<file path="config.mk">
export PLATFORM = sky130hd
export DESIGN_NAME = pe_query_resp
export DESIGN_NICKNAME = d
export VERILOG_FILES = /design/src/pe_query_resp.v /design/src/pe_word_rx.v /design/src/pe_word_tx.v
export VERILOG_INCLUDE_DIRS = /design/src
export SDC_FILE = /design/constraint.sdc
export NUM_CORES = 1
export LEC_CHECK = 0
export BUFFER_PORTS_ARGS = -buffer_cell sky130_fd_sc_hd__buf_2
export CAP_MARGIN = 25
export CORE_ASPECT_RATIO = 0.5
export CORE_MARGIN = 8
export CORE_UTILIZATION = 50
export CTS_CLUSTER_SIZE = 24
export DETAILED_ROUTE_END_ITERATION = 12
export GPL_TIMING_DRIVEN = 0
export PLACE_DENSITY = 0.81
export SLEW_MARGIN = 30
export SYNTH_ARGS = -nofsm -noshare
export SYNTH_HDL_FRONTEND = slang
export SYNTH_SLANG_ARGS = --single-unit
</file>
<file path="constraint.sdc">
create_clock -name clk_sys -period 5.1 [get_ports clk_sys]
set_input_delay 1.02 -clock clk_sys [delete_from_list [all_inputs] [get_ports clk_sys]]
set_output_delay 1.02 -clock clk_sys [all_outputs]
set_load 0.01 [all_outputs]
</file>
<file path="src/pe_defines.vh">
`ifndef PE_DEFINES_VH
`define PE_DEFINES_VH

// command opcodes, bits 15:12 of the first command word
`define PE_OP_READ_CODE 4'h2
`define PE_OP_PROG_USER_ID 4'h4
`define PE_OP_PROG_ROW 4'h5
`define PE_OP_BLANK_QUERY 4'ha
`define PE_OP_VERSION_QUERY 4'hb

// opcodes this executive recognises, one bit per opcode
`define PE_KNOWN_OPCODES 16'hfcff

// fixed command lengths of the two queries
`define PE_LEN_BLANK_QUERY 12'h003
`define PE_LEN_VERSION_QUERY 12'h001

// response opcodes
`define PE_RESP_PASS 4'h1
`define PE_RESP_FAIL 4'h2
`define PE_RESP_NACK 4'h3

// query and error byte values
`define PE_QE_BLANK 8'hf0
`define PE_QE_NOT_BLANK 8'h0f
`define PE_QE_NO_ERROR 8'h00
`define PE_QE_VERIFY_FAIL 8'h01
`define PE_QE_OTHER_ERROR 8'h02

// executor status codes
`define PE_STAT_OK 2'h0
`define PE_STAT_VERIFY_FAIL 2'h1

// header length of every response, in words
`define PE_HDR_WORDS 16'h0002

// field positions in the first response word
`define PE_FLD_OPCODE_MSB 15
`define PE_FLD_OPCODE_LSB 12
`define PE_FLD_QE_MSB 7

// version byte, value arbitrary
`define PE_VERSION 8'h10

// code memory addresses step by two per instruction word
`define PE_CODE_ADDR_START 24'h000000

`endif

</file>
<file path="src/pe_query_resp.v">
// Notes on behaviour
// blank query: opcode Ah, length 3h, sizes
// programmer keeps sizes within memory limits
// blank check from address zero upward
// blank gives F0h, otherwise 0Fh
// system configuration bits never checked
// version query: opcode Bh, length 1h
// version byte: major high, revision low
// one response per received command
// response opcode 1h pass, 2h fail
// unknown opcode answered with 3h
// two-word header, query byte low
// echo processed opcode in header
// one command at a time
// queries always pass with result byte
// error byte 0h, 1h verify, 2h other
// length counts words including header
// responses two words except code read
// code read length from instruction count
// header, length, then data in order
`timescale 1ns/1ps
`default_nettype none
`include "pe_defines.vh"

module pe_query_resp #(
    parameter [15:0] KNOWN_OPCODES = `PE_KNOWN_OPCODES,
    parameter [7:0] VERSION = `PE_VERSION
) (
    input wire clk_sys,
    input wire nrst,
    input wire linkClk,
    input wire linkDataIn,
    output wire linkDataOut,
    output wire linkDataOe,
    input wire globalCodeProtect,
    input wire globalWriteProtect,
    output reg codeRdReq,
    output reg [23:0] codeRdAddr,
    input wire [23:0] codeRdData,
    input wire codeRdValid,
    output reg execStart,
    output reg [3:0] execOpcode,
    output reg [15:0] cmdWord,
    output reg cmdWordValid,
    input wire execDone,
    input wire [1:0] execStatus,
    output reg respDataReq,
    input wire [15:0] respData,
    input wire respDataValid,
    output reg busyOut
);

    localparam [2:0] ST_IDLE = 3'h0;
    localparam [2:0] ST_ARGS = 3'h1;
    localparam [2:0] ST_DECIDE = 3'h2;
    localparam [2:0] ST_BLANK = 3'h3;
    localparam [2:0] ST_EXEC = 3'h4;
    localparam [2:0] ST_SEND = 3'h5;

    // link clock and data pass two flops before any logic looks at them
    // third flop feeds only the edge detector
    reg linkClkS1;
    reg linkClkS2;
    reg linkClkS3;
    reg linkDataS1;
    reg linkDataS2;

    always @(posedge clk_sys) begin
        if (!nrst) begin
            linkClkS1 <= 1'b0;
            linkClkS2 <= 1'b0;
            linkClkS3 <= 1'b0;
            linkDataS1 <= 1'b0;
            linkDataS2 <= 1'b0;
        end else begin
            linkClkS1 <= linkClk;
            linkClkS2 <= linkClkS1;
            linkClkS3 <= linkClkS2;
            linkDataS1 <= linkDataIn;
            linkDataS2 <= linkDataS1;
        end
    end

    wire linkRise = linkClkS2 && !linkClkS3;
    wire linkFall = !linkClkS2 && linkClkS3;

    reg [2:0] state_reg;
    reg [3:0] opcode_reg;
    reg [11:0] wordsLeft_reg;
    reg [1:0] argIdx_reg;
    reg [15:0] arg1_reg;
    reg [15:0] arg2_reg;
    reg [3:0] respOp_reg;
    reg [7:0] qe_reg;
    reg [15:0] respLen_reg;
    reg [15:0] sent_reg;
    reg [15:0] blankCnt_reg;
    reg blankOk_reg;
    reg memPend_reg;
    reg dataPend_reg;
    reg txLoad_reg;
    reg [15:0] txWord_reg;

    // link bits during work or answer are dropped
    wire rxEnable = (state_reg == ST_IDLE) || (state_reg == ST_ARGS);
    wire [15:0] rxWord;
    wire rxWordValid;
    wire txBusy;

    pe_word_rx #(
        .WIDTH(16)
    ) rxUnit (
        .clk_sys(clk_sys),
        .nrst(nrst),
        .enable(rxEnable),
        .linkRise(linkRise),
        .linkBit(linkDataS2),
        .rxWord(rxWord),
        .rxWordValid(rxWordValid)
    );

    pe_word_tx #(
        .WIDTH(16)
    ) txUnit (
        .clk_sys(clk_sys),
        .nrst(nrst),
        .load(txLoad_reg),
        .word(txWord_reg),
        .linkFall(linkFall),
        .linkOut(linkDataOut),
        .linkOe(linkDataOe),
        .busy(txBusy)
    );

    // queries are decoded first; their bits are don't-care
    function isKnown;
        input [3:0] op;
        begin
            isKnown = KNOWN_OPCODES[op];
        end
    endfunction

    // code read of n instructions, packed three words per two instructions
    function [15:0] readCodeLen;
        input [15:0] n;
        reg [16:0] nEven;
        reg [17:0] total;
        begin
            nEven = {1'b0, n} + {16'h0000, n[0]};
            total = {1'b0, nEven} + {2'b00, nEven[16:1]} + {2'b00, `PE_HDR_WORDS};
            readCodeLen = total[15:0];
        end
    endfunction

    // verify failure is only meaningful for the row and user id programming
    function [7:0] errorByte;
        input [3:0] op;
        input [1:0] stat;
        begin
            if (stat == `PE_STAT_OK) begin
                errorByte = `PE_QE_NO_ERROR;
            end else if (stat == `PE_STAT_VERIFY_FAIL &&
                         (op == `PE_OP_PROG_ROW || op == `PE_OP_PROG_USER_ID)) begin
                errorByte = `PE_QE_VERIFY_FAIL;
            end else begin
                errorByte = `PE_QE_OTHER_ERROR;
            end
        end
    endfunction

    wire [11:0] rxLenField = rxWord[11:0];
    wire cmdLastWord = (wordsLeft_reg == 12'h001);

    always @(posedge clk_sys) begin
        if (!nrst) begin
            state_reg <= ST_IDLE;
            opcode_reg <= 4'h0;
            wordsLeft_reg <= 12'h000;
            argIdx_reg <= 2'h0;
            arg1_reg <= 16'h0000;
            arg2_reg <= 16'h0000;
            respOp_reg <= 4'h0;
            qe_reg <= 8'h00;
            respLen_reg <= 16'h0000;
            sent_reg <= 16'h0000;
            blankCnt_reg <= 16'h0000;
            blankOk_reg <= 1'b0;
            memPend_reg <= 1'b0;
            dataPend_reg <= 1'b0;
            txLoad_reg <= 1'b0;
            txWord_reg <= 16'h0000;
            codeRdReq <= 1'b0;
            codeRdAddr <= 24'h000000;
            execStart <= 1'b0;
            execOpcode <= 4'h0;
            cmdWord <= 16'h0000;
            cmdWordValid <= 1'b0;
            respDataReq <= 1'b0;
            busyOut <= 1'b0;
        end else begin
            txLoad_reg <= 1'b0;
            codeRdReq <= 1'b0;
            execStart <= 1'b0;
            cmdWordValid <= 1'b0;
            respDataReq <= 1'b0;
            busyOut <= !(state_reg == ST_IDLE);
            case (state_reg)
                ST_IDLE: begin
                    if (rxWordValid) begin
                        opcode_reg <= rxWord[15:12];
                        cmdWord <= rxWord;
                        cmdWordValid <= 1'b1;
                        argIdx_reg <= 2'h1;
                        // no stale sizes from the last command
                        arg1_reg <= 16'h0000;
                        arg2_reg <= 16'h0000;
                        // a zero length is taken as a single word command
                        if (rxLenField <= 12'h001) begin
                            wordsLeft_reg <= 12'h000;
                            state_reg <= ST_DECIDE;
                        end else begin
                            wordsLeft_reg <= rxLenField - 12'h001;
                            state_reg <= ST_ARGS;
                        end
                    end
                end
                ST_ARGS: begin
                    if (rxWordValid) begin
                        cmdWord <= rxWord;
                        cmdWordValid <= 1'b1;
                        // later words reach the executor via cmdWord
                        if (argIdx_reg == 2'h1) begin
                            arg1_reg <= rxWord;
                        end
                        if (argIdx_reg == 2'h2) begin
                            arg2_reg <= rxWord;
                        end
                        if (argIdx_reg != 2'h3) begin
                            argIdx_reg <= argIdx_reg + 2'h1;
                        end
                        wordsLeft_reg <= wordsLeft_reg - 12'h001;
                        if (cmdLastWord) begin
                            state_reg <= ST_DECIDE;
                        end
                    end
                end
                ST_DECIDE: begin
                    sent_reg <= 16'h0000;
                    respLen_reg <= `PE_HDR_WORDS;
                    if (opcode_reg == `PE_OP_BLANK_QUERY) begin
                        // only the two global protect bits join the check
                        blankOk_reg <= globalCodeProtect && globalWriteProtect;
                        blankCnt_reg <= 16'h0000;
                        codeRdAddr <= `PE_CODE_ADDR_START;
                        memPend_reg <= 1'b0;
                        state_reg <= ST_BLANK;
                    end else if (opcode_reg == `PE_OP_VERSION_QUERY) begin
                        respOp_reg <= `PE_RESP_PASS;
                        qe_reg <= VERSION;
                        state_reg <= ST_SEND;
                    end else if (isKnown(opcode_reg)) begin
                        execStart <= 1'b1;
                        execOpcode <= opcode_reg;
                        state_reg <= ST_EXEC;
                    end else begin
                        // its words were all consumed; link stays in step
                        respOp_reg <= `PE_RESP_NACK;
                        qe_reg <= `PE_QE_NO_ERROR;
                        state_reg <= ST_SEND;
                    end
                end
                ST_BLANK: begin
                    // one read in flight; address moves on its answer
                    // size is trusted to fit the memory; no bounds check here
                    if (blankCnt_reg == arg1_reg && !memPend_reg) begin
                        respOp_reg <= `PE_RESP_PASS;
                        qe_reg <= blankOk_reg ? `PE_QE_BLANK : `PE_QE_NOT_BLANK;
                        state_reg <= ST_SEND;
                    end else if (!memPend_reg) begin
                        codeRdReq <= 1'b1;
                        memPend_reg <= 1'b1;
                    end else if (codeRdValid) begin
                        memPend_reg <= 1'b0;
                        blankCnt_reg <= blankCnt_reg + 16'h0001;
                        codeRdAddr <= codeRdAddr + 24'h000002;
                        if (codeRdData != 24'hffffff) begin
                            blankOk_reg <= 1'b0;
                        end
                    end
                end
                ST_EXEC: begin
                    if (execDone) begin
                        if (execStatus == `PE_STAT_OK) begin
                            respOp_reg <= `PE_RESP_PASS;
                        end else begin
                            respOp_reg <= `PE_RESP_FAIL;
                        end
                        qe_reg <= errorByte(opcode_reg, execStatus);
                        // a failed read has no data words
                        if (opcode_reg == `PE_OP_READ_CODE && execStatus == `PE_STAT_OK) begin
                            respLen_reg <= readCodeLen(arg1_reg);
                        end
                        state_reg <= ST_SEND;
                    end
                end
                ST_SEND: begin
                    // load pulse covers the cycle before busy rises
                    if (!txBusy && !txLoad_reg) begin
                        if (sent_reg == 16'h0000) begin
                            // opcode, echoed command, query byte
                            txWord_reg <= {respOp_reg, opcode_reg, qe_reg};
                            txLoad_reg <= 1'b1;
                            sent_reg <= 16'h0001;
                        end else if (sent_reg == 16'h0001) begin
                            txWord_reg <= respLen_reg;
                            txLoad_reg <= 1'b1;
                            sent_reg <= 16'h0002;
                        end else if (sent_reg == respLen_reg) begin
                            // new commands are only heard once the answer is out
                            state_reg <= ST_IDLE;
                        end else if (!dataPend_reg) begin
                            // one data word fetched at a time
                            respDataReq <= 1'b1;
                            dataPend_reg <= 1'b1;
                        end else if (respDataValid) begin
                            txWord_reg <= respData;
                            txLoad_reg <= 1'b1;
                            dataPend_reg <= 1'b0;
                            sent_reg <= sent_reg + 16'h0001;
                        end
                    end
                end
                default: begin
                    state_reg <= ST_IDLE;
                end
            endcase
        end
    end

endmodule // pe_query_resp

`default_nettype wire

</file>
<file path="src/pe_word_rx.v">
`timescale 1ns/1ps
`default_nettype none

module pe_word_rx #(
    parameter WIDTH = 16
) (
    input wire clk_sys,
    input wire nrst,
    input wire enable,
    input wire linkRise,
    input wire linkBit,
    output reg [WIDTH-1:0] rxWord,
    output reg rxWordValid
);

    reg [WIDTH-1:0] shiftReg;
    reg [4:0] countReg;

    // words arrive msb first, one bit per rising link clock edge
    always @(posedge clk_sys) begin
        if (!nrst) begin
            shiftReg <= {WIDTH{1'b0}};
            countReg <= 5'h00;
            rxWord <= {WIDTH{1'b0}};
            rxWordValid <= 1'b0;
        end else begin
            rxWordValid <= 1'b0;
            if (!enable) begin
                countReg <= 5'h00;
            end else if (linkRise) begin
                shiftReg <= {shiftReg[WIDTH-2:0], linkBit};
                if (countReg == WIDTH - 1) begin
                    countReg <= 5'h00;
                    rxWord <= {shiftReg[WIDTH-2:0], linkBit};
                    rxWordValid <= 1'b1;
                end else begin
                    countReg <= countReg + 5'h01;
                end
            end
        end
    end

endmodule // pe_word_rx

`default_nettype wire

</file>
<file path="src/pe_word_tx.v">
`timescale 1ns/1ps
`default_nettype none

module pe_word_tx #(
    parameter WIDTH = 16
) (
    input wire clk_sys,
    input wire nrst,
    input wire load,
    input wire [WIDTH-1:0] word,
    input wire linkFall,
    output reg linkOut,
    output reg linkOe,
    output reg busy
);

    reg [WIDTH-1:0] shiftReg;
    reg [4:0] countReg;

    // msb is on the pin before the first falling edge; the next 15 falling edges advance one bit each, the 16th releases the line
    always @(posedge clk_sys) begin
        if (!nrst) begin
            shiftReg <= {WIDTH{1'b0}};
            countReg <= 5'h00;
            linkOut <= 1'b0;
            linkOe <= 1'b0;
            busy <= 1'b0;
        end else if (load && !busy) begin
            shiftReg <= {word[WIDTH-2:0], 1'b0};
            linkOut <= word[WIDTH-1];
            linkOe <= 1'b1;
            countReg <= 5'h00;
            busy <= 1'b1;
        end else if (busy && linkFall) begin
            if (countReg == WIDTH - 1) begin
                busy <= 1'b0;
                linkOe <= 1'b0;
                linkOut <= 1'b0;
            end else begin
                countReg <= countReg + 5'h01;
                linkOut <= shiftReg[WIDTH-1];
                shiftReg <= {shiftReg[WIDTH-2:0], 1'b0};
            end
        end
    end

endmodule // pe_word_tx

`default_nettype wire

</file>
==> impl_metrics.yaml <==
outcome:
  status: "completed"
cts:
  ctsHoldBuffers: 0
  insertion_delay_ns: 0.54
  numCtsBuffers: 21
  ctsResizeCount: 0
  path_clk_slew_ns: 0.06
  root_buffer: "clkbuf_16"
  cts.sinks: 225
  cts_tree: "built"
  clock_path_buffers: 3
  post_cts_buffers: 0
  cts_max_level: 1
die:
  rows: 38
  dieArea_um2: 27900
  ioPinCount: 102
  fp.dieW_um: 228
  initial_utilization_pct: 51.5
  dieHeight_um: 122
  core_area_um2: 21900
setup_path:
  end_kind: "register"
  cp-start-kind: "register"
  critPathKind: "register to register"
  path_max_fanout: 10
  crit_required_ns: 5.51
  arrival_ns: 4.22
power:
  leakage_nw: 4.90
  power_mw: 3.53
  p_per_area_nw_per_um2: 275
  vdd_drop_max_mv: 0.183
global_route:
  gr-total-overflow: 0
  grt_pass1_wl_um: 51300
  antenna_found_initial: 0
  grt_pass1_vias: 10126
  grt_max_degree: 16
  grt_use_total_pct: 22.1
placement:
  gp_congestion: 0.960
  port_buffers: 100
  dp.cells: 1800
  dp_hpwl_um: 24200
timing:
  setup_viol: 0
  fin_skew_ns: 0.0173
  tightest_slew_ns: 0.914
  fin_tns_setup_ns: 0
  rsz0062_at_grt: "false"
  finalCritPeriodShare_pct: 74.7
  slew_viol_final: 0
  relSlewSlack_pct: 39.1
  maxClockFrequency_ghz: 0.263
  hold_viol: 0
  post-route-min-period_ns: 3.81
job:
  drv_cap: 0
cells_and_area:
  top_register: "codeRdAddr"
  syn_to_final_growth_pct: 14.4
  nets: 1613
  fin_cells: 1837
  drive_gt1_share_pct: 11.2
  largest_reg_flops: 23
  final_util_pct: 58.9
  fillCellCount: 1965
  diodes: 0
synthesis:
  synth_compound_area_share_pct: 16.5
  syn_area_um2: 11300
  synth_top_area_share_pct: 40.0
  syn_avg_cell_area_um2: 8.04
  synth_top_family_by_area: "simple AND/OR/NAND/NOR gates"
  yosys_warnings: 0
  synth_seq_area_share_pct: 40.0
  postSynth.asyncResetShare_pct: 0
  yosysTopAreaCell: "dfxtp_1"
  synth_cells: 1400
  synth-xor-area-share_pct: 8.48
  synth.area.top_cells: "dfxtp_1 40%, nand2_1 7.9%, a21oi_1 5.7%"
  ys.flop_type: "dfxtp_1"
  synth-seq-cells: 225
  synth_nets: 1490
  muxShareOfSynthArea_pct: 1.78
  synthAdderAreaFrac_pct: 4.40
  synth_edf_count: 0
  synth-simple-area-share_pct: 24.8
  ys_types: 72
drt:
  ant_nets: 0
  num_vias: 10756
  drt-pass1-iter-count: 8
  drt_iter0_markers: 880
  routed_via_density: 5.86
  drt_drc_violations_left: 0
  routed_wl_um: 32400
  wl_per_cell_um: 17.6
worst_hold_path:
  hp-class: "register to register"
==> final cells by class <==
type	count	area [um2]	area share, %
plain buffers	78	338	2.62
well taps	300	375	2.92
repair buffers	100	500	3.89
inverters	27	101	0.787
flip-flops and latches	225	4500	35.0
multi-input cells	1070	6320	49.1
clock buffers	29	606	4.70
clock inverters	8	129	1.00
==> power by group <==
| part | switching (mW) | leakage, nW | internal [mW] | total (mW) |
|---|---|---|---|---|
| logic | 0.0583 | 2.73 | 0.0238 | 0.0821 |
| clock network | 0.706 | 0.358 | 0.987 | 1.69 |
| registers | 0.00131 | 1.81 | 1.76 | 1.76 |
==> cell usage after synthesis, drive strengths merged (3+ instances only) <==
cell type	instances
nor2	143
a31oi	5
xor2	49
o221ai	3
o31ai	7
nand2b	6
and2	13
inv	26
clkbuf	54
mux2i	20
nand4	37
and4	8
nor3	30
nor2b	6
nand3b	5
o21a	4
o21ai	56
a32o	5
dfxtp	225
a22oi	5
nor4	13
or3	9
a211oi	23
a311oi	6
o22ai	6
a31o	6
nand2	238
xnor2	60
nor3b	4
ha	38
o2111ai	3
a21o	4
a311o	9
buf	24
nand3	62
o32ai	3
a21oi	130
or4	9
o211ai	9
and3	13
==> cells by family (layout without fill, tap and decap cells) <==
kind of cell	Yosys count	in the layout
AOI/OAI and AO/OA	296	296
DFF	225	225
buffers and inverters	105	242
xor gates and xnor gates	109	109
adders and majority gates	39	39
muxes	20	20
and+or+nand+nor	605	605
other	1	1
==> per-layer routing <==
layer | vias up | global-route usage (%) | wire length (um)
met5 | - | 0 | 0
met4 | 0 | 7.90 | 1100
met3 | 95 | 6.03 | 3080
met2 | 429 | 36.8 | 14700
met1 | 5075 | 27.6 | 13500
li1 | 5157 | - | -
==> per-stage QoR <==
stage / cell area, um2 / worst slack (ns) / hold slack (ns)
after floorplan: 11300 / 1.76 / 0.412
after global placement: 12100 / 1.25 / 0.414
after detailed placement: 12100 / 1.16 / 0.418
after CTS: 12900 / 1.15 / 0.437
after global routing: 12900 / 0.950 / 0.454
final: 12900 / 1.29 / 0.434
==> placed cells by master, fill, tap and decap left out, drive strengths merged, types with 38 or more instances in the layout <==
cell,n
a21oi,130
buf,124
nand2,238
nor2,143
dfxtp,225
clkbuf,83
ha,38
xor2,49
o21ai,56
xnor2,60
nand3,62
==> worst max-delay path, cell delays in order, from the launching register on <==
cell,delay (ns)
dfxtp_1,0.35
clkbuf_1,0.35
and4_1,0.30
nand2_1,0.09
nor2_1,0.27
nand3_1,0.14
xnor2_1,0.25
ha_1,0.27
ha_1,0.38
nand2_1,0.11
a211oi_1,0.05
a2111oi_1,0.69
a21oi_1,0.17
xnor2_1,0.21
o21ai_1,0.07
==> worst paths after layout <==
path,start,end,slack (ns),cells past startpoint
worst max-delay path,arg1_reg[4],respLen_reg[14],1.29,14
worst max register to register,arg1_reg[4],respLen_reg[14],1.29,14
worst min-delay path,linkClkS1,linkClkS2,0.43,1
worst min register to register,linkClkS1,linkClkS2,0.43,1
Note: power is estimated with default switching activity, not from simulation.
